**config.mk**
```make
export PLATFORM = sky130hd
export DESIGN_NAME = machine_cycle_bus_sequencer
export DESIGN_NICKNAME = d
export VERILOG_FILES = /design/src/rtl/seq_pkg.sv /design/src/rtl/seq_if.sv /design/src/rtl/machine_cycle_bus_sequencer.sv /design/src/rtl/cycle_timer.sv /design/src/rtl/strobe_gen.sv
export SDC_FILE = /design/constraint.sdc
export NUM_CORES = 1
export LEC_CHECK = 0
export BUFFER_PORTS_ARGS = -buffer_cell sky130_fd_sc_hd__buf_2
export CORE_AREA = 2 2 110 112
export DETAILED_ROUTE_END_ITERATION = 7
export DIE_AREA = 0 0 112 114
export PLACE_DENSITY = 0.79
export SLEW_MARGIN = 5
export SYNTH_ARGS = -nofsm -noshare
export SYNTH_HDL_FRONTEND = slang
export SYNTH_SLANG_ARGS = --single-unit
```
**constraint.sdc**
```tcl
create_clock -name clk -period 3.3 [get_ports clk]
set_input_delay 0.33 -clock clk [delete_from_list [all_inputs] [get_ports clk]]
set_output_delay 0.33 -clock clk [all_outputs]
set_load 0.01 [all_outputs]
```
**src/rtl/seq_pkg.sv**
```systemverilog
package seq_pkg;

  // ----------------------------------------------------------------
  // Machine cycle geometry
  // ----------------------------------------------------------------
  localparam int         STATE_W    = 3;
  localparam logic [2:0] STATE_S1   = 3'h0;
  localparam logic [2:0] STATE_S3   = 3'h2;
  localparam logic [2:0] STATE_S4   = 3'h3;
  localparam logic [2:0] STATE_S6   = 3'h5;
  localparam logic [2:0] SLOT_LEN   = 3'h3;
  localparam logic [1:0] REL_ADDR   = 2'h0;
  localparam logic [1:0] REL_LAST   = 2'h2;
  localparam logic       PHASE_1    = 1'h0;
  localparam logic       PHASE_2    = 1'h1;

  // ----------------------------------------------------------------
  // Reset values
  // ----------------------------------------------------------------
  localparam logic [15:0] PC_RESET   = 16'h0000;
  localparam logic [7:0]  BYTE_RESET = 8'h00;

  // ----------------------------------------------------------------
  // Bus sequence of the current machine cycle
  // ----------------------------------------------------------------
  typedef enum logic [1:0] {
    SEQ_NORMAL,
    SEQ_DMOVE_FIRST,
    SEQ_DMOVE_SECOND
  } seq_t;

  // Second fetch slot covers S4..S6
  function automatic logic slot_b(input logic [2:0] state);
    slot_b = (state >= STATE_S4);
  endfunction

  // Position of a state inside its fetch slot
  function automatic logic [1:0] slot_rel(input logic [2:0] state);
    logic [2:0] rel;
    rel = slot_b(state) ? (state - SLOT_LEN) : state;
    slot_rel = rel[1:0];
  endfunction

endpackage

```
**src/rtl/seq_if.sv**
```systemverilog
`timescale 1ns/10ps
interface seq_if;
  logic [2:0] state;
  logic       phase;
  logic       ext_prog;
  logic       dmove_first;
  logic       dmove_second;
  logic       dmove_write;
  logic       ale;
  logic       prog_rd_n;
  logic       data_rd_n;
  logic       data_wr_n;

  modport timer_mp (output state, output phase);
  modport strobe_mp (input state, input phase, input ext_prog, input dmove_first,
                     input dmove_second, input dmove_write, output ale, output prog_rd_n,
                     output data_rd_n, output data_wr_n);
  modport core_mp (input state, input phase, input ale, input prog_rd_n, input data_rd_n,
                   input data_wr_n, output ext_prog, output dmove_first, output dmove_second,
                   output dmove_write);
endinterface

```
**src/rtl/machine_cycle_bus_sequencer.sv**
```systemverilog
// Contract
// - A machine cycle is six states, S1 to S6, of two clocks each.
// - Each state splits into phase one and phase two, one clock each.
// - Two program byte fetches are issued in every normal machine cycle.
// - An unneeded fetched byte is dropped and the program counter holds.
// - The opcode enters the instruction register during state S1.
// - The second program fetch of a cycle spans states S4 to S6, its byte taken at the end of S6.
// - A one-cycle instruction completes at the end of state S6.
// - External data moves take two cycles; each of the two fetches one program byte.
// - Fetch timing is the same for internal and external program memory.
// - External program memory sees two read strobes per machine cycle.
// - A data move drops two program read strobes while the bus is busy.
// - A data bus cycle lasts ten clocks, two and a half times a four-clock program bus cycle.
// - Low address goes on the shared port, high on the upper port, latched by strobe.
// - Internal execution keeps the read strobe idle and emits no program address.
// - The address latch strobe pulses twice per cycle even when running internally.
// - One address latch strobe is dropped during an external data move.
// - All timing derives from the oscillator input, used as the clock.
`timescale 1ns/10ps
module machine_cycle_bus_sequencer (
  input  wire logic        clk,
  input  wire logic        srst,
  input  wire logic        ext_program_pin,
  input  wire logic        fetch_take,
  input  wire logic        pc_load,
  input  wire logic [15:0] pc_load_value,
  input  wire logic        dmove_request,
  input  wire logic        dmove_write,
  input  wire logic [15:0] dmove_address,
  input  wire logic [7:0]  dmove_wdata,
  input  wire logic [7:0]  rom_data,
  output logic      [15:0] rom_addr,
  output logic             rom_rd,
  output logic      [15:0] program_counter,
  output logic      [7:0]  opcode,
  output logic             opcode_strobe,
  output logic      [7:0]  fetch_byte,
  output logic             fetch_valid,
  output logic             exec_done,
  output logic      [7:0]  dmove_rdata,
  output logic             dmove_done,
  output logic             dmove_busy,
  output logic      [2:0]  machine_state,
  output logic             machine_phase,
  input  wire logic [7:0]  low_address_data_port_in,
  output logic      [7:0]  low_address_data_port_out,
  output logic             low_address_data_port_oe,
  output logic      [7:0]  high_address_port_out,
  output logic             high_address_port_oe,
  output logic             address_latch_strobe,
  output logic             program_read_strobe_n,
  output logic             data_read_strobe_n,
  output logic             data_write_strobe_n
);

  seq_if sq ();

  // ----------------------------------------------------------------
  // Timer and strobe generators
  // ----------------------------------------------------------------
  cycle_timer u_timer (
    .clk  (clk),
    .srst (srst),
    .tim  (sq.timer_mp)
  );

  strobe_gen u_strobe (
    .clk  (clk),
    .srst (srst),
    .sq   (sq.strobe_mp)
  );

  // ----------------------------------------------------------------
  // Pin synchronisers
  // ----------------------------------------------------------------
  logic       ext_meta;
  logic       ext_sync;
  logic [7:0] port_meta;
  logic [7:0] port_sync;

  always_ff @(posedge clk) begin
    if (srst) begin
      ext_meta  <= 1'h0;
      ext_sync  <= 1'h0;
      port_meta <= seq_pkg::BYTE_RESET;
      port_sync <= seq_pkg::BYTE_RESET;
    end else begin
      ext_meta  <= ext_program_pin;
      ext_sync  <= ext_meta;
      port_meta <= low_address_data_port_in;
      port_sync <= port_meta;
    end
  end

  // ----------------------------------------------------------------
  // Slot decode
  // ----------------------------------------------------------------
  seq_pkg::seq_t seq;
  logic          hi_slot;
  logic [1:0]    rel;
  logic          data_slot;
  logic          prog_live;
  logic          cap_edge;
  logic          cycle_start;
  logic          cycle_end;

  always_comb begin
    hi_slot     = seq_pkg::slot_b(sq.state);
    rel         = seq_pkg::slot_rel(sq.state);
    data_slot   = (seq == seq_pkg::SEQ_DMOVE_FIRST && hi_slot)
                  || (seq == seq_pkg::SEQ_DMOVE_SECOND && !hi_slot);
    prog_live   = !data_slot;
    cap_edge    = (rel == seq_pkg::REL_LAST) && (sq.phase == seq_pkg::PHASE_2);
    cycle_start = (sq.state == seq_pkg::STATE_S1) && (sq.phase == seq_pkg::PHASE_1);
    cycle_end   = (sq.state == seq_pkg::STATE_S6) && (sq.phase == seq_pkg::PHASE_2);
  end

  // ----------------------------------------------------------------
  // Data move sequence
  // ----------------------------------------------------------------
  seq_pkg::seq_t next_seq;
  logic          mv_write;
  logic [15:0]   mv_addr;
  logic [7:0]    mv_wdata;
  logic          next_mv_write;
  logic [15:0]   next_mv_addr;
  logic [7:0]    next_mv_wdata;

  always_comb begin
    next_seq      = seq;
    next_mv_write = mv_write;
    next_mv_addr  = mv_addr;
    next_mv_wdata = mv_wdata;
    case (seq)
      seq_pkg::SEQ_NORMAL: begin
        if (cycle_start && dmove_request) begin
          next_seq      = seq_pkg::SEQ_DMOVE_FIRST;
          next_mv_write = dmove_write;
          next_mv_addr  = dmove_address;
          next_mv_wdata = dmove_wdata;
        end
      end
      seq_pkg::SEQ_DMOVE_FIRST: begin
        if (cycle_end) begin
          next_seq = seq_pkg::SEQ_DMOVE_SECOND;
        end
      end
      seq_pkg::SEQ_DMOVE_SECOND: begin
        if (cycle_end) begin
          next_seq = seq_pkg::SEQ_NORMAL;
        end
      end
      default: begin
        next_seq = seq_pkg::SEQ_NORMAL;
      end
    endcase
  end

  always_ff @(posedge clk) begin
    if (srst) begin
      seq      <= seq_pkg::SEQ_NORMAL;
      mv_write <= 1'h0;
      mv_addr  <= seq_pkg::PC_RESET;
      mv_wdata <= seq_pkg::BYTE_RESET;
    end else begin
      seq      <= next_seq;
      mv_write <= next_mv_write;
      mv_addr  <= next_mv_addr;
      mv_wdata <= next_mv_wdata;
    end
  end

  assign sq.ext_prog    = ext_sync;
  assign sq.dmove_first  = (seq == seq_pkg::SEQ_DMOVE_FIRST);
  assign sq.dmove_second = (seq == seq_pkg::SEQ_DMOVE_SECOND);
  assign sq.dmove_write  = mv_write;

  // ----------------------------------------------------------------
  // Fetch, program counter and instruction register
  // ----------------------------------------------------------------
  logic [15:0] pc;
  logic [7:0]  fbyte;
  logic [7:0]  ir;
  logic [7:0]  rdata;
  logic        fvalid;
  logic        op_stb;
  logic        done;
  logic        mv_done;
  logic [15:0] next_pc;
  logic [7:0]  next_fbyte;
  logic [7:0]  next_ir;
  logic [7:0]  next_rdata;
  logic        next_fvalid;
  logic        next_op_stb;
  logic        next_done;
  logic        next_mv_done;

  always_comb begin
    next_pc      = pc;
    next_fbyte   = fbyte;
    next_ir      = ir;
    next_rdata   = rdata;
    next_fvalid  = 1'h0;
    next_op_stb  = 1'h0;
    next_done    = 1'h0;
    next_mv_done = 1'h0;
    if (cap_edge && prog_live) begin
      next_fbyte  = ext_sync ? port_sync : rom_data;
      next_fvalid = 1'h1;
      if (fetch_take) begin
        next_pc = pc + 16'h0001;
      end
    end
    if (pc_load) begin
      next_pc = pc_load_value;
    end
    if (sq.state == seq_pkg::STATE_S1 && sq.phase == seq_pkg::PHASE_2
        && seq != seq_pkg::SEQ_DMOVE_SECOND) begin
      next_ir     = fbyte;
      next_op_stb = 1'h1;
    end
    if (cycle_end && seq != seq_pkg::SEQ_DMOVE_FIRST) begin
      next_done = 1'h1;
    end
    if (seq == seq_pkg::SEQ_DMOVE_SECOND && sq.state == seq_pkg::STATE_S3
        && sq.phase == seq_pkg::PHASE_2) begin
      next_mv_done = 1'h1;
      if (!mv_write) begin
        next_rdata = port_sync;
      end
    end
  end

  always_ff @(posedge clk) begin
    if (srst) begin
      pc      <= seq_pkg::PC_RESET;
      fbyte   <= seq_pkg::BYTE_RESET;
      ir      <= seq_pkg::BYTE_RESET;
      rdata   <= seq_pkg::BYTE_RESET;
      fvalid  <= 1'h0;
      op_stb  <= 1'h0;
      done    <= 1'h0;
      mv_done <= 1'h0;
    end else begin
      pc      <= next_pc;
      fbyte   <= next_fbyte;
      ir      <= next_ir;
      rdata   <= next_rdata;
      fvalid  <= next_fvalid;
      op_stb  <= next_op_stb;
      done    <= next_done;
      mv_done <= next_mv_done;
    end
  end

  // ----------------------------------------------------------------
  // Address and data port drive
  // ----------------------------------------------------------------
  logic [7:0] lo_out;
  logic       lo_oe;
  logic [7:0] hi_out;
  logic       hi_oe;
  logic [7:0] next_lo_out;
  logic       next_lo_oe;
  logic [7:0] next_hi_out;
  logic       next_hi_oe;

  always_comb begin
    next_lo_out = lo_out;
    next_lo_oe  = 1'h0;
    next_hi_out = hi_out;
    next_hi_oe  = 1'h0;
    if (data_slot) begin
      next_hi_out = mv_addr[15:8];
      next_hi_oe  = 1'h1;
      if (seq == seq_pkg::SEQ_DMOVE_FIRST && rel == seq_pkg::REL_ADDR) begin
        next_lo_out = mv_addr[7:0];
        next_lo_oe  = 1'h1;
      end else if (mv_write) begin
        next_lo_out = mv_wdata;
        next_lo_oe  = 1'h1;
      end
    end else if (ext_sync) begin
      next_hi_out = pc[15:8];
      next_hi_oe  = 1'h1;
      if (rel == seq_pkg::REL_ADDR) begin
        next_lo_out = pc[7:0];
        next_lo_oe  = 1'h1;
      end
    end
  end

  always_ff @(posedge clk) begin
    if (srst) begin
      lo_out <= seq_pkg::BYTE_RESET;
      lo_oe  <= 1'h0;
      hi_out <= seq_pkg::BYTE_RESET;
      hi_oe  <= 1'h0;
    end else begin
      lo_out <= next_lo_out;
      lo_oe  <= next_lo_oe;
      hi_out <= next_hi_out;
      hi_oe  <= next_hi_oe;
    end
  end

  // ----------------------------------------------------------------
  // Outputs
  // ----------------------------------------------------------------
  assign rom_addr                  = pc;
  assign rom_rd                    = cap_edge && prog_live && !ext_sync;
  assign program_counter           = pc;
  assign opcode                    = ir;
  assign opcode_strobe             = op_stb;
  assign fetch_byte                = fbyte;
  assign fetch_valid               = fvalid;
  assign exec_done                 = done;
  assign dmove_rdata               = rdata;
  assign dmove_done                = mv_done;
  assign dmove_busy                = (seq != seq_pkg::SEQ_NORMAL);
  assign machine_state             = sq.state;
  assign machine_phase             = sq.phase;
  assign low_address_data_port_out = lo_out;
  assign low_address_data_port_oe  = lo_oe;
  assign high_address_port_out     = hi_out;
  assign high_address_port_oe      = hi_oe;
  assign address_latch_strobe      = sq.ale;
  assign program_read_strobe_n     = sq.prog_rd_n;
  assign data_read_strobe_n        = sq.data_rd_n;
  assign data_write_strobe_n       = sq.data_wr_n;

endmodule

```
**src/rtl/cycle_timer.sv**
```systemverilog
`timescale 1ns/10ps
module cycle_timer (
  input  wire logic clk,
  input  wire logic srst,
  seq_if.timer_mp   tim
);

  logic [2:0] state;
  logic       phase;
  logic [2:0] next_state;
  logic       next_phase;

  // ----------------------------------------------------------------
  // Six states of two phases each
  // ----------------------------------------------------------------
  always_comb begin
    next_phase = ~phase;
    next_state = state;
    if (phase == seq_pkg::PHASE_2) begin
      if (state == seq_pkg::STATE_S6) begin
        next_state = seq_pkg::STATE_S1;
      end else begin
        next_state = state + 3'h1;
      end
    end
  end

  always_ff @(posedge clk) begin
    if (srst) begin
      state <= seq_pkg::STATE_S1;
      phase <= seq_pkg::PHASE_1;
    end else begin
      state <= next_state;
      phase <= next_phase;
    end
  end

  assign tim.state = state;
  assign tim.phase = phase;

endmodule

```
**src/rtl/strobe_gen.sv**
```systemverilog
`timescale 1ns/10ps
module strobe_gen (
  input  wire logic clk,
  input  wire logic srst,
  seq_if.strobe_mp  sq
);

  logic ale;
  logic prog_rd_n;
  logic data_rd_n;
  logic data_wr_n;
  logic next_ale;
  logic next_prog_rd_n;
  logic next_data_rd_n;
  logic next_data_wr_n;

  // ----------------------------------------------------------------
  // Strobe decode per fetch slot
  // ----------------------------------------------------------------
  always_comb begin
    logic       hi;
    logic [1:0] rel;
    logic       data;
    logic       data_strobe;
    hi          = seq_pkg::slot_b(sq.state);
    rel         = seq_pkg::slot_rel(sq.state);
    data        = (sq.dmove_first && hi) || (sq.dmove_second && !hi);
    data_strobe = data && !(sq.dmove_first && rel == seq_pkg::REL_ADDR);
    next_ale       = (rel == seq_pkg::REL_ADDR) && !(sq.dmove_second && !hi);
    next_prog_rd_n = !(sq.ext_prog && !data && rel != seq_pkg::REL_ADDR);
    next_data_rd_n = !(data_strobe && !sq.dmove_write);
    next_data_wr_n = !(data_strobe && sq.dmove_write);
  end

  always_ff @(posedge clk) begin
    if (srst) begin
      ale       <= 1'h0;
      prog_rd_n <= 1'h1;
      data_rd_n <= 1'h1;
      data_wr_n <= 1'h1;
    end else begin
      ale       <= next_ale;
      prog_rd_n <= next_prog_rd_n;
      data_rd_n <= next_data_rd_n;
      data_wr_n <= next_data_wr_n;
    end
  end

  assign sq.ale       = ale;
  assign sq.prog_rd_n = prog_rd_n;
  assign sq.data_rd_n = data_rd_n;
  assign sq.data_wr_n = data_wr_n;

endmodule

```
* After elaboration in Yosys (flattened, before gate mapping) *
Index checks and enable logic that the tools add are counted.

operators by class
  eq/ne operators = 11
  multiplexer cells = 28
  bitwise operators = 2
  magnitude comparators = 1
  add/sub/neg operators = 3
  reductions and logical operators = 44

operators with widths
  cell                                                                    count
  8-bit 2-to-1 mux                                                        8
  16-bit 2-to-1 mux                                                       3
  1-bit logical AND                                                       20
  16-bit by 1-bit adder with 16-bit output (second input constant)        1
  2-bit nonzero test                                                      6
  1-bit 2-to-1 mux                                                        11
  1-bit zero test                                                         9
  2-bit 2-to-1 mux                                                        4
  2-bit != test (second input constant)                                   4
  2-bit one-hot mux with 3 select lines                                   1
  2-bit AND reduction                                                     3
  3-bit AND reduction                                                     2
  2-bit equality test (second input constant)                             2
  2-bit zero test                                                         2
  3-bit by 1-bit adder with 3-bit output (second input constant)          1
  3-bit by 2-bit equality test with 1-bit output (second input constant)  1
  3-bit equality test (second input constant)                             1
  3-bit by 2-bit >= comparator with 1-bit output (second input constant)  1
  3-bit zero test                                                         1
  3-bit 2-to-1 mux                                                        1
  3-bit by 1-bit != test with 1-bit output (second input constant)        1
  2-bit by 1-bit equality test with 1-bit output (second input constant)  1
  2-bit by 1-bit != test with 1-bit output (second input constant)        1
  1-bit NOT                                                               2
  other kinds (2)                                                         2

storage, ports and cells
  output and inout bits = 88
  input bits = 63
  word-level logic and storage cells = 115
  register bits = 115

* Longest topological paths before layout *
Gate-level depths: netlist (run 1).

  depth after elaboration = 8
  depth in mapped cells = 11
  gate-level depth less buffers = 7

* Hierarchy *
From an unflattened synthesis (run 1), not the netlist that was laid out.

second synthesis, totals
  cell total of the unflattened synthesis = 523
  area, all modules = 4894.7 um^2

by module, submodules not included
  module                       sequential area each (um^2)  area each (um^2)  instances  cells an instance
  machine_cycle_bus_sequencer  2142.1                       4559.4            1          492
  strobe_gen                   80.1                         188.9             1          18
  cycle_timer                  80.1                         146.4             1          13

* Least setup slack after synthesis (run 1) *
OpenSTA, ideal clock, no wires.

  path type = register to output
  from = register u_timer.state[0], in the netlist u_timer.tim.state[0]
  to = output rom_rd
  arrival time = 2.515 ns
  buffers on the path = 4
  data required time = 2.970 ns
  slack = 0.455 ns
  stages on the path, launching flop included = 11
  path through = dfxtp_1 > inv_1 > clkbuf_1 > ha_1 > clkbuf_1 > nand2_1 > o32ai_4 > and3_2 > buf_2 > buf_2 > nor2b_1

between the ends
  cells in the longest elaborated chain, start to end = 7
  elaborated cells on any way between the ends = 12
  those cells by class = 1 x add/sub; 1 x order compare; 1 x eq/ne; 1 x mux; 8 x reduce/logical

RTL lines
  what                                                                                                    RTL line                            source
  from (decl)                                                                                             cycle_timer.sv:8                    logic [2:0] state;
  from (signal assigned)                                                                                  cycle_timer.sv:30                   state <= seq_pkg::STATE_S1;
  from (signal assigned)                                                                                  cycle_timer.sv:33                   state <= next_state;
  parallel branches: the longest is 5 deep, another holds 3-bit by 2-bit >= comparator with 1-bit output  -
  1-bit logical AND * (2 in series)                                                                       machine_cycle_bus_sequencer.sv:311  assign rom_rd = cap_edge && prog_live && !ext_sync;
  to (decl)                                                                                               machine_cycle_bus_sequencer.sv:33   output logic rom_rd,

Every way passes the cells marked *.

* Final worst setup path (run 1) *
Ends and elaborated chain as after synthesis.

==> out/metrics.cfg, run 1 <==
[placed_design]
place_congestion=0.842
portBuffers=150
place_hpwl_mm=9.39
dpl_cell_area_um2=5850

[critical_path]
path_max_fanout=12
crit_start=u_timer.tim.state[0]
r2r_start=u_timer.tim.state[0]
critPathLaunchType=flip-flop
path_class=reg2out
crit_path_end_kind=primary output
reg2reg_depth=7
critPathCapture=rom_rd
reg2reg_slack_ns=0.50
required_ns=2.97
timing.rr.end=low_address_data_port_out[1]
crit_arrival_ns=2.60

[layout]
design_area_um2=6430
drive_gt1_share_pct=29.6
final_common_cell=buf_2
n_antenna_cell=0
final_cell_mix=buf_2, dfxtp_1, nor2_1
syn2layout_area_growth_pct=25.2
multiInputGateArea_um2=2510
regArea_um2=2300
fillCellCount=1075
nets=776

[clock_network]
clockRootBuffer=clkbuf_16
htreeDepth=4
ctsHoldBuffers=0
clk_latency_ns=0.41
cts_resized=0
clockBufferDepth=2
cts_tree=built
cts.clk_slew.worst_paths_ns=0.06
cts_buffers=17
cts_setup_buffers=0
clock_sink_count=115

[yosys]
yosys_warnings=0
yosys-top-cells-area=dfxtp_1, mux2i_1, nor2_1, nand2_1, a211oi_1
syn_area_per_cell_um2=8.72
synth_area_um2=5130
synth-seq-area-share_pct=44.8
synth.distinct_cells=49
async_flop_share_pct=0
syn_nets=658
yosysTopAreaCell=dfxtp_1
synth-edff-count=0
synth.top_cell.area_share_pct=44.8
postSynthCellCount=589
synth-seq-cells=115
ys.flop_type=dfxtp_1

[global_route]
grt_pass1_wl_mm=21.3
grt_pass1_vias=4268
grt_max_degree=56
grt_antenna_before_repair=0
grt.total_usage_pct=21.0
grt-ovfl-total=0

[pwr]
total_power_mw=3.78
p_sw_mw=1.07
power.share.switching_pct=28.2
clock_power_share_pct=46.8
peakVddDrop_v=0.000351
power.density_nw_per_um2=588
p_int_mw=2.71
combinationalPowerShare_pct=12.5
leakage_nw=2.73
seq_power_share_pct=40.7

[detailed_routing]
first_pass_iters=6
drcViolationCount=0
finalWirelength_mm=13.5
drt-vias-per-instance=5.28
drt_iter0_drc=318
num_vias=4574
wire_per_inst_um=15.6
drtAntennaViolNets=0

[timing]
worst_pin_slew_ns=0.797
max_freq_mhz=341
timing.slew.headroom_pct=46.8
setup_viol=0
slew_violations=0
hold_violations=0
min_period_ns=2.93
setup_tns_ns=0
rsz0062_at_grt=false
fin_skew_ns=0.00888
period_share_pct=88.9

[run_status]
status=completed

[hold_path]
hold_class=in2reg

[die]
core_um2=11700
die_h_um=114
fp-row-count=40
die_w_um=112
io_pins=151
start_util_pct=43.8
die_area_um2=12800

[flow_run]
maxCapViolCount=0

==> worst min-delay path by stage <==
stage                                            from                    end  slack, ns  cells past startpoint
after floorplan                              mv_write  u_strobe.sq.data_wr_n       0.39                      1
after global placement                   port_meta[0]           port_sync[0]       0.42                      1
after detailed placement                 port_meta[1]           port_sync[1]       0.42                      1
after CTS                 low_address_data_port_in[2]           port_meta[2]       0.11                      2
after global routing                  ext_program_pin               ext_meta       0.12                      2
final                                 ext_program_pin               ext_meta       0.13                      2
==> Yosys cell counts (2+ instances only) <==
| cell | n |
|---|---|
| a32oi_1 | 5 |
| o21a_1 | 3 |
| buf_4 | 16 |
| clkbuf_1 | 32 |
| or2_1 | 2 |
| nand3_1 | 7 |
| ha_1 | 6 |
| and2_1 | 4 |
| nor4b_2 | 2 |
| a311oi_1 | 4 |
| nor3_1 | 14 |
| xor2_1 | 3 |
| o22ai_1 | 2 |
| nor4_1 | 8 |
| and3_1 | 3 |
| a211oi_1 | 28 |
| nor2_1 | 77 |
| buf_2 | 9 |
| nand2_1 | 68 |
| mux2i_1 | 34 |
| inv_1 | 6 |
| a21oi_1 | 38 |
| nor2b_1 | 21 |
| mux2_2 | 2 |
| dfxtp_1 | 115 |
| nand2b_1 | 3 |
| o21ai_0 | 18 |
| and4_1 | 2 |
| nor4_2 | 2 |
| or2_2 | 3 |
| or4_1 | 6 |
| nand4_1 | 7 |
| a211o_1 | 3 |
| o31ai_1 | 8 |
| buf_1 | 4 |
| a311oi_2 | 3 |
| xnor2_1 | 9 |
==> registers in the layout (all words and copies together), names as in the netlist, 2 cells and up <==
name and flops:
dmove_rdata 8, fetch_byte 8, high_address_port_out 8, low_address_data_port_out 8, mv_addr 16, mv_wdata 8
opcode 8, port_meta 8, port_sync 8, program_counter 16, seq 2, u_timer.tim.state 3
==> critical path, stage by stage (launching register included) <==
cell and delay (ns):
dfxtp_1 0.59, inv_1 0.11, ha_1 0.55, nand2_1 0.17, o32ai_4 0.19, and3_2 0.28, nor2b_1 0.15, buf_2 0.15
==> final cells by class <==
cell class / instances / share of cell area (%)
Multi-Input combinational cell: 406 / 39.1
Sequential cell: 115 / 35.8
Timing Repair Buffer: 161 / 13.0
Clock buffer: 17 / 6.62
Tap cell: 147 / 2.86
Clock inverter: 15 / 2.28
Inverter: 6 / 0.350
==> cell families after synthesis <==
logic type / after synthesis / share of synthesized area (%)
AND/OR/NAND/NOR: 235 / 22.4
AO/OA/AOI/OAI: 117 / 15.7
flip-flops: 115 / 44.8
buffers and inverters: 68 / 6.51
multiplexers: 36 / 7.07
XOR/XNOR: 12 / 2.05
adder cells (fa/ha/maj): 6 / 1.46
==> power by group through the flow <==
stage / clock network, mW / registers, mW / logic (mW)
3_3_place_gp: 0 / 1.57 / 0.461
6_report: 1.77 / 1.54 / 0.472
5_1_grt: 1.85 / 1.55 / 0.518
4_1_cts: 1.79 / 1.54 / 0.469
2_1_floorplan: 0 / 1.56 / 0.313
3_5_place_dp: 0 / 1.57 / 0.467
==> through the flow <==
| stage | util, % | hold WS [ns] | setup slack (ns) | instances |
|---|---|---|---|---|
| final | 54.9 | 0.125 | 0.367 | 867 |
| after global routing | 54.9 | 0.117 | 0.185 | 867 |
| after CTS | 54.9 | 0.113 | 0.391 | 867 |
| after floorplan | - | 0.387 | 0.455 | 589 |
| after global placement | 50.0 | 0.417 | 0.675 | 835 |
| after detailed placement | 50.0 | 0.422 | 0.565 | 835 |
==> routing by layer <==
layer | GRT usage [%] | part of all wire (%) | up-vias
met1 | 27.2 | 44 | 2068
met4 | 7.97 | 1.9 | 0
met5 | 0 | 0 | -
met3 | 5.10 | 7.6 | 22
met2 | 34.3 | 47 | 207
li1 | - | - | 2277
Note: power is estimated with default switching activity, not from simulation.
==> inputs of run 2 (changes only) <==
- CORE_AREA: 2 2 110 112 -> 2 2 103 105
- DIE_AREA: 0 0 112 114 -> 0 0 105 107
- PLACE_DENSITY: 0.79 -> 0.88
==> out/metrics.cfg, run 2 (same netlist as run 1, synthesis figures left out) <==
[clock_network]
cts.clk_slew.worst_paths_ns=0.06  ; about the same
clock_sink_count=115  ; unchanged
cts_buffers=17  ; unchanged
clockBufferDepth=2  ; unchanged
ctsHoldBuffers=0  ; unchanged
clk_latency_ns=0.51  ; was 0.41 ns
clockRootBuffer=clkbuf_8  ; was clkbuf_16
cts_tree=built  ; unchanged
cts_resized=0  ; unchanged
cts_setup_buffers=0  ; unchanged
htreeDepth=4  ; unchanged

[layout]
multiInputGateArea_um2=2500  ; was 2510 um2
fillCellCount=865  ; was 1,075
regArea_um2=2300  ; unchanged
design_area_um2=6430  ; about the same
drive_gt1_share_pct=29.6  ; about the same
syn2layout_area_growth_pct=25.3  ; was 25.2%
final_util_pct=63.8  ; was 54.9%
n_antenna_cell=0  ; unchanged
final_cell_mix=buf_2, dfxtp_1, nor2_1  ; unchanged
final_common_cell=buf_2  ; unchanged
finalNonFillerCells=855  ; was 867
nets=775  ; was 776

[timing]
period_share_pct=90.6  ; was 88.9%
rsz0062_at_grt=false  ; unchanged
setup_tns_ns=0  ; unchanged
slew_violations=0  ; unchanged
max_freq_mhz=334  ; was 341 MHz
worst_pin_slew_ns=0.799  ; was 0.797 ns
timing.slew.headroom_pct=46.7  ; was 46.8%
min_period_ns=2.99  ; was 2.93 ns
holdWs_ns=0.0284  ; was 0.125 ns
hold_violations=0  ; unchanged
fin_skew_ns=0.00768  ; was 0.00888 ns
setup_viol=0  ; unchanged

[global_route]
grt_pass1_wl_mm=22.8  ; was 21.3 mm
grt_max_degree=57  ; was 56
grt_pass1_vias=4703  ; was 4,268
grt.total_usage_pct=25.8  ; was 21.0%
grt-ovfl-total=0  ; unchanged
use_met3_pct=6.32  ; was 5.10%
grt_use_met2_pct=45.2  ; was 34.3%
grt_antenna_before_repair=0  ; unchanged
grt-busiest-layer=met2  ; unchanged
grt_util_met1_pct=30.0  ; was 27.2%

[critical_path]
path_max_fanout=10  ; was 12
cp.depth=7  ; unchanged
crit_path_cell_trace=inv_1 > ha_1 > or2_4 > o32ai_4 > and3_2 > nor2b_1 > buf_2  ; was inv_1 > ha_1 > nand2_1 > o32ai_4 > and3_2 > nor2b_1 > buf_2
critPathLaunchType=flip-flop  ; unchanged
crit_path_end_kind=primary output  ; unchanged
reg2reg_depth=7  ; unchanged
path_class=reg2out  ; unchanged
slowest_stage=dfxtp_1  ; unchanged
crit_arrival_ns=2.66  ; was 2.60 ns
crit_family=simple AND/OR/NAND/NOR gates  ; unchanged
required_ns=2.97  ; about the same
slowest_delay_ns=0.53  ; was 0.59 ns
worst-path-buf-inv=2  ; unchanged

[detailed_routing]
drcViolationCount=0  ; unchanged
first_pass_iters=5  ; was 6
drt_iter0_drc=316  ; was 318
drtAntennaViolNets=0  ; unchanged
wire_per_inst_um=16.7  ; was 15.6 um
drt-vias-per-instance=5.64  ; was 5.28
finalWirelength_mm=14.3  ; was 13.5 mm
num_vias=4826  ; was 4,574

[placed_design]
dpl_cell_area_um2=5820  ; was 5850 um2
portBuffers=150  ; unchanged
dp_cells=823  ; was 835
place_congestion=0.880  ; was 0.842
place_hpwl_mm=10.1  ; was 9.39 mm

[flow_run]
maxCapViolCount=0  ; unchanged

[pwr]
peakVddDrop_v=0.000282  ; was 0.000351 V
leakage_nw=2.76  ; was 2.73 nW
power.density_nw_per_um2=605  ; was 588 nW/um2

[hold_path]
hold_depth=2  ; unchanged
hold_class=in2reg  ; unchanged

[die]
die_h_um=107  ; was 114 um
core_um2=10100  ; was 11,700 um2
start_util_pct=50.9  ; was 43.8%
io_pins=151  ; unchanged
die_w_um=105  ; was 112 um
fp-row-count=37  ; was 40
die_area_um2=11200  ; was 12,800 um2

[run_status]
status=completed  ; unchanged

[run 2: cell types whose count changed in the layout (fill, tap and decap cells not counted)]
cell / delta
clkinvlp_4: -4
bufinv_16: +2
clkinv_4: +2
buf_4: -1
clkbuf_16: -1
clkbuf_8: +1
ha_1: -1
ha_2: +1
mux2i_2: +1
mux2i_4: -1
[run 2: final timing paths]
| check | start | endpoint | slack (ns) |
|---|---|---|---|
| worst min register to register | port_meta[7] | port_sync[7] | 0.44 |
| worst max register to register | u_timer.tim.state[2] | low_address_data_port_out[2] | 0.56 |
| worst min-delay path | low_address_data_port_in[2] | port_meta[2] | 0.03 |
| worst max-delay path | u_timer.tim.state[2] | rom_rd | 0.31 |
[run 2: cell type report]
cell class	instances	area share, %
Multi-Input combinational cell	406	38.9
Sequential cell	115	35.8
Timing Repair Buffer	160	12.9
Clock buffer	17	6.44
Clock inverter	15	3.01
Tap cell	136	2.64
Inverter	6	0.350
[run 2: where the power goes]
group          total (mW)  internal [mW]  leakage, nW  switching [mW]
combinational       0.483          0.197         1.52           0.287
sequential           1.54           1.46        0.940          0.0780
clock                1.87           1.17        0.300           0.696
total                3.89           2.83         2.76            1.06
[run 2: metrics by stage]
stage          setup WS [ns]  power (mW)
6_report               0.309        3.89
5_1_grt                0.116        4.04
4_1_cts                0.211        3.91
3_5_place_dp           0.593        2.04
3_3_place_gp           0.754        2.03
2_1_floorplan          0.455        1.88
[run 2: layer usage]
layer	up-vias	routed length, um
li1	2286	-
met1	2280	5770
met2	231	7120
met3	29	1100
met4	0	278
met5	-	0
==> inputs of run 3 (changes only) <==
- RECOVER_POWER: default -> 25
==> out/metrics.cfg, run 3 (same netlist as run 1, synthesis figures left out) <==
[run_status]
status=finished, violations left  ; was completed
violations=max-capacitance violations, max-slew violations

[timing]
fin_skew_ns=0.00931  ; was 0.00768 ns
period_share_pct=90.6  ; about the same
timing.slew.headroom_pct=-49.5  ; was 46.7%
holdWs_ns=0.0291  ; was 0.0284 ns
slew_violations=57  ; was 0
max_freq_mhz=335  ; was 334 MHz
hold_violations=0  ; unchanged
setup_tns_ns=0  ; unchanged
setup_viol=0  ; unchanged
rsz0062_at_grt=false  ; unchanged
timing.final.ws_setup_ns=0.312  ; was 0.309 ns
worst_pin_slew_ns=2.24  ; was 0.799 ns
min_period_ns=2.99  ; about the same

[critical_path]
r2r_start=u_timer.tim.state[0]  ; was u_timer.tim.state[2]
crit_path_end_kind=primary output  ; unchanged
slowest_delay_ns=0.44  ; was 0.53 ns
reg2reg_slack_ns=0.57  ; was 0.56 ns
cp.depth=7  ; unchanged
crit_arrival_ns=2.66  ; about the same
path_max_fanout=12  ; was 10
crit_path_cell_trace=ha_1 > ha_1 > or2_4 > o32ai_4 > and3_2 > nor2b_1 > buf_2  ; was inv_1 > ha_1 > or2_4 > o32ai_4 > and3_2 > nor2b_1 > buf_2
slowest_stage=dfxtp_1  ; unchanged
reg2reg_depth=7  ; unchanged
crit_family=simple AND/OR/NAND/NOR gates  ; unchanged
required_ns=2.97  ; about the same
cp_common_cell=ha_1
path_class=reg2out  ; unchanged
timing.rr.end=low_address_data_port_out[2]  ; unchanged
critPathLaunchType=flip-flop  ; unchanged
worst-path-buf-inv=1  ; was 2

[die]
die_area_um2=11200  ; unchanged
start_util_pct=50.9  ; unchanged
die_w_um=105  ; unchanged
die_h_um=107  ; unchanged
io_pins=151  ; unchanged
fp-row-count=37  ; unchanged
core_um2=10100  ; unchanged

[clock_network]
clk_latency_ns=0.51  ; about the same
clock_sink_count=115  ; unchanged
clockRootBuffer=clkbuf_8  ; unchanged
clockBufferDepth=2  ; unchanged
cts_setup_buffers=0  ; unchanged
cts_buffers=17  ; unchanged
cts.clk_slew.worst_paths_ns=0.06  ; about the same
htreeDepth=4  ; unchanged
cts_tree=built  ; unchanged

[detailed_routing]
drcViolationCount=0  ; unchanged
drt_iter0_drc=350  ; was 316
first_pass_iters=5  ; unchanged
wire_per_inst_um=16.7  ; about the same
drt-vias-per-instance=5.61  ; was 5.64
num_vias=4793  ; was 4,826
finalWirelength_mm=14.3  ; about the same
drtAntennaViolNets=0  ; unchanged

[placed_design]
portBuffers=150  ; unchanged
place_hpwl_mm=10.1  ; unchanged
dp_cells=823  ; unchanged
pre_cts_ws_ns=0.593  ; unchanged
place_congestion=0.880  ; unchanged

[global_route]
grt_max_degree=57  ; unchanged
grt_antenna_before_repair=0  ; unchanged
grt.total_usage_pct=25.8  ; unchanged
grt_pass1_vias=4703  ; unchanged
grt_pass1_wl_mm=22.8  ; unchanged
grt-ovfl-total=0  ; unchanged

[layout]
syn2layout_area_growth_pct=24.5  ; was 25.3%
final_common_cell=buf_2  ; unchanged
fillCellCount=886  ; was 865
final_cell_mix=buf_2, dfxtp_1, nor2_1  ; unchanged
nets=775  ; unchanged
finalNonFillerCells=855  ; unchanged
final_util_pct=63.3  ; was 63.8%
drive_gt1_share_pct=25.2  ; was 29.6%
n_antenna_cell=0  ; unchanged

[pwr]
power.density_nw_per_um2=609  ; was 605 nW/um2
leakage_nw=2.63  ; was 2.76 nW
peakVddDrop_v=0.000282  ; about the same

[hold_path]
hold_depth=2  ; unchanged
hold_path_end=port_meta[2]  ; unchanged
min_from=low_address_data_port_in[2]  ; unchanged
hold_class=in2reg  ; unchanged

[flow_run]
maxCapViolCount=1  ; was 0

-- run 3: cell types whose count changed in the layout (fill, tap and decap cells not counted), sizes merged --
cell,change
clkbuf,+32
buf,-32
-- run 3: power by group --
part | internal, mW | total [mW] | switching, mW
clock network | 1.17 | 1.87 | 0.698
logic | 0.194 | 0.481 | 0.287
registers | 1.46 | 1.54 | 0.0780
-- run 3: per-layer routing --
layer,GRT usage [%],vias to the layer above,wire [um]
li1,-,2283,-
met1,30.0,2257,5820
met2,45.2,227,7120
met3,6.32,26,1050
met4,10.8,0,270
met5,0,-,0
-- run 3: worst register-to-register path, cell delays in order (launching register included) --
cell	delay, ns
dfxtp_1	0.44
ha_1	0.27
ha_1	0.24
a211oi_2	0.34
mux2_2	0.43
a32o_1	0.31
or2_1	0.38
a311oi_2	0.24
-- run 3: stage by stage --
step | instance area, um2 | total power [mW]
finish | 6390 | 3.89
global route | 6390 | 4.04
CTS | 6430 | 3.91
detailed placement | 5820 | 2.04
global placement | 5820 | 2.03
floorplan | 5130 | 1.88
-- run 3: area by class of cell --
cell class,instances,area [um2],area share (%)
Multi-Input combinational cell,406,2500,39.2
Sequential cell,115,2300,36.0
Timing Repair Buffer,160,786,12.3
Clock buffer,17,414,6.48
Clock inverter,15,194,3.03
Tap cell,136,170,2.66
Inverter,6,22.5,0.352
-- run 3: what timing repair did --
item / CTS / global route
hold buffers: 0 / 0
gates resized for setup: 0 / 1
hold endpoints to repair: 0 / 0
endpoints found under the setup margin: 0 / 1
-- run 3: worst max path at each step --
stage                                              end                  from
after floorplan                                 rom_rd  u_timer.tim.state[0]
after global placement        low_address_data_port_oe  u_timer.tim.state[0]
after detailed placement  low_address_data_port_out[2]  u_timer.tim.state[0]
after CTS                                       rom_rd  u_timer.tim.state[0]
after global routing                            rom_rd  u_timer.tim.state[0]
final                                           rom_rd  u_timer.tim.state[0]
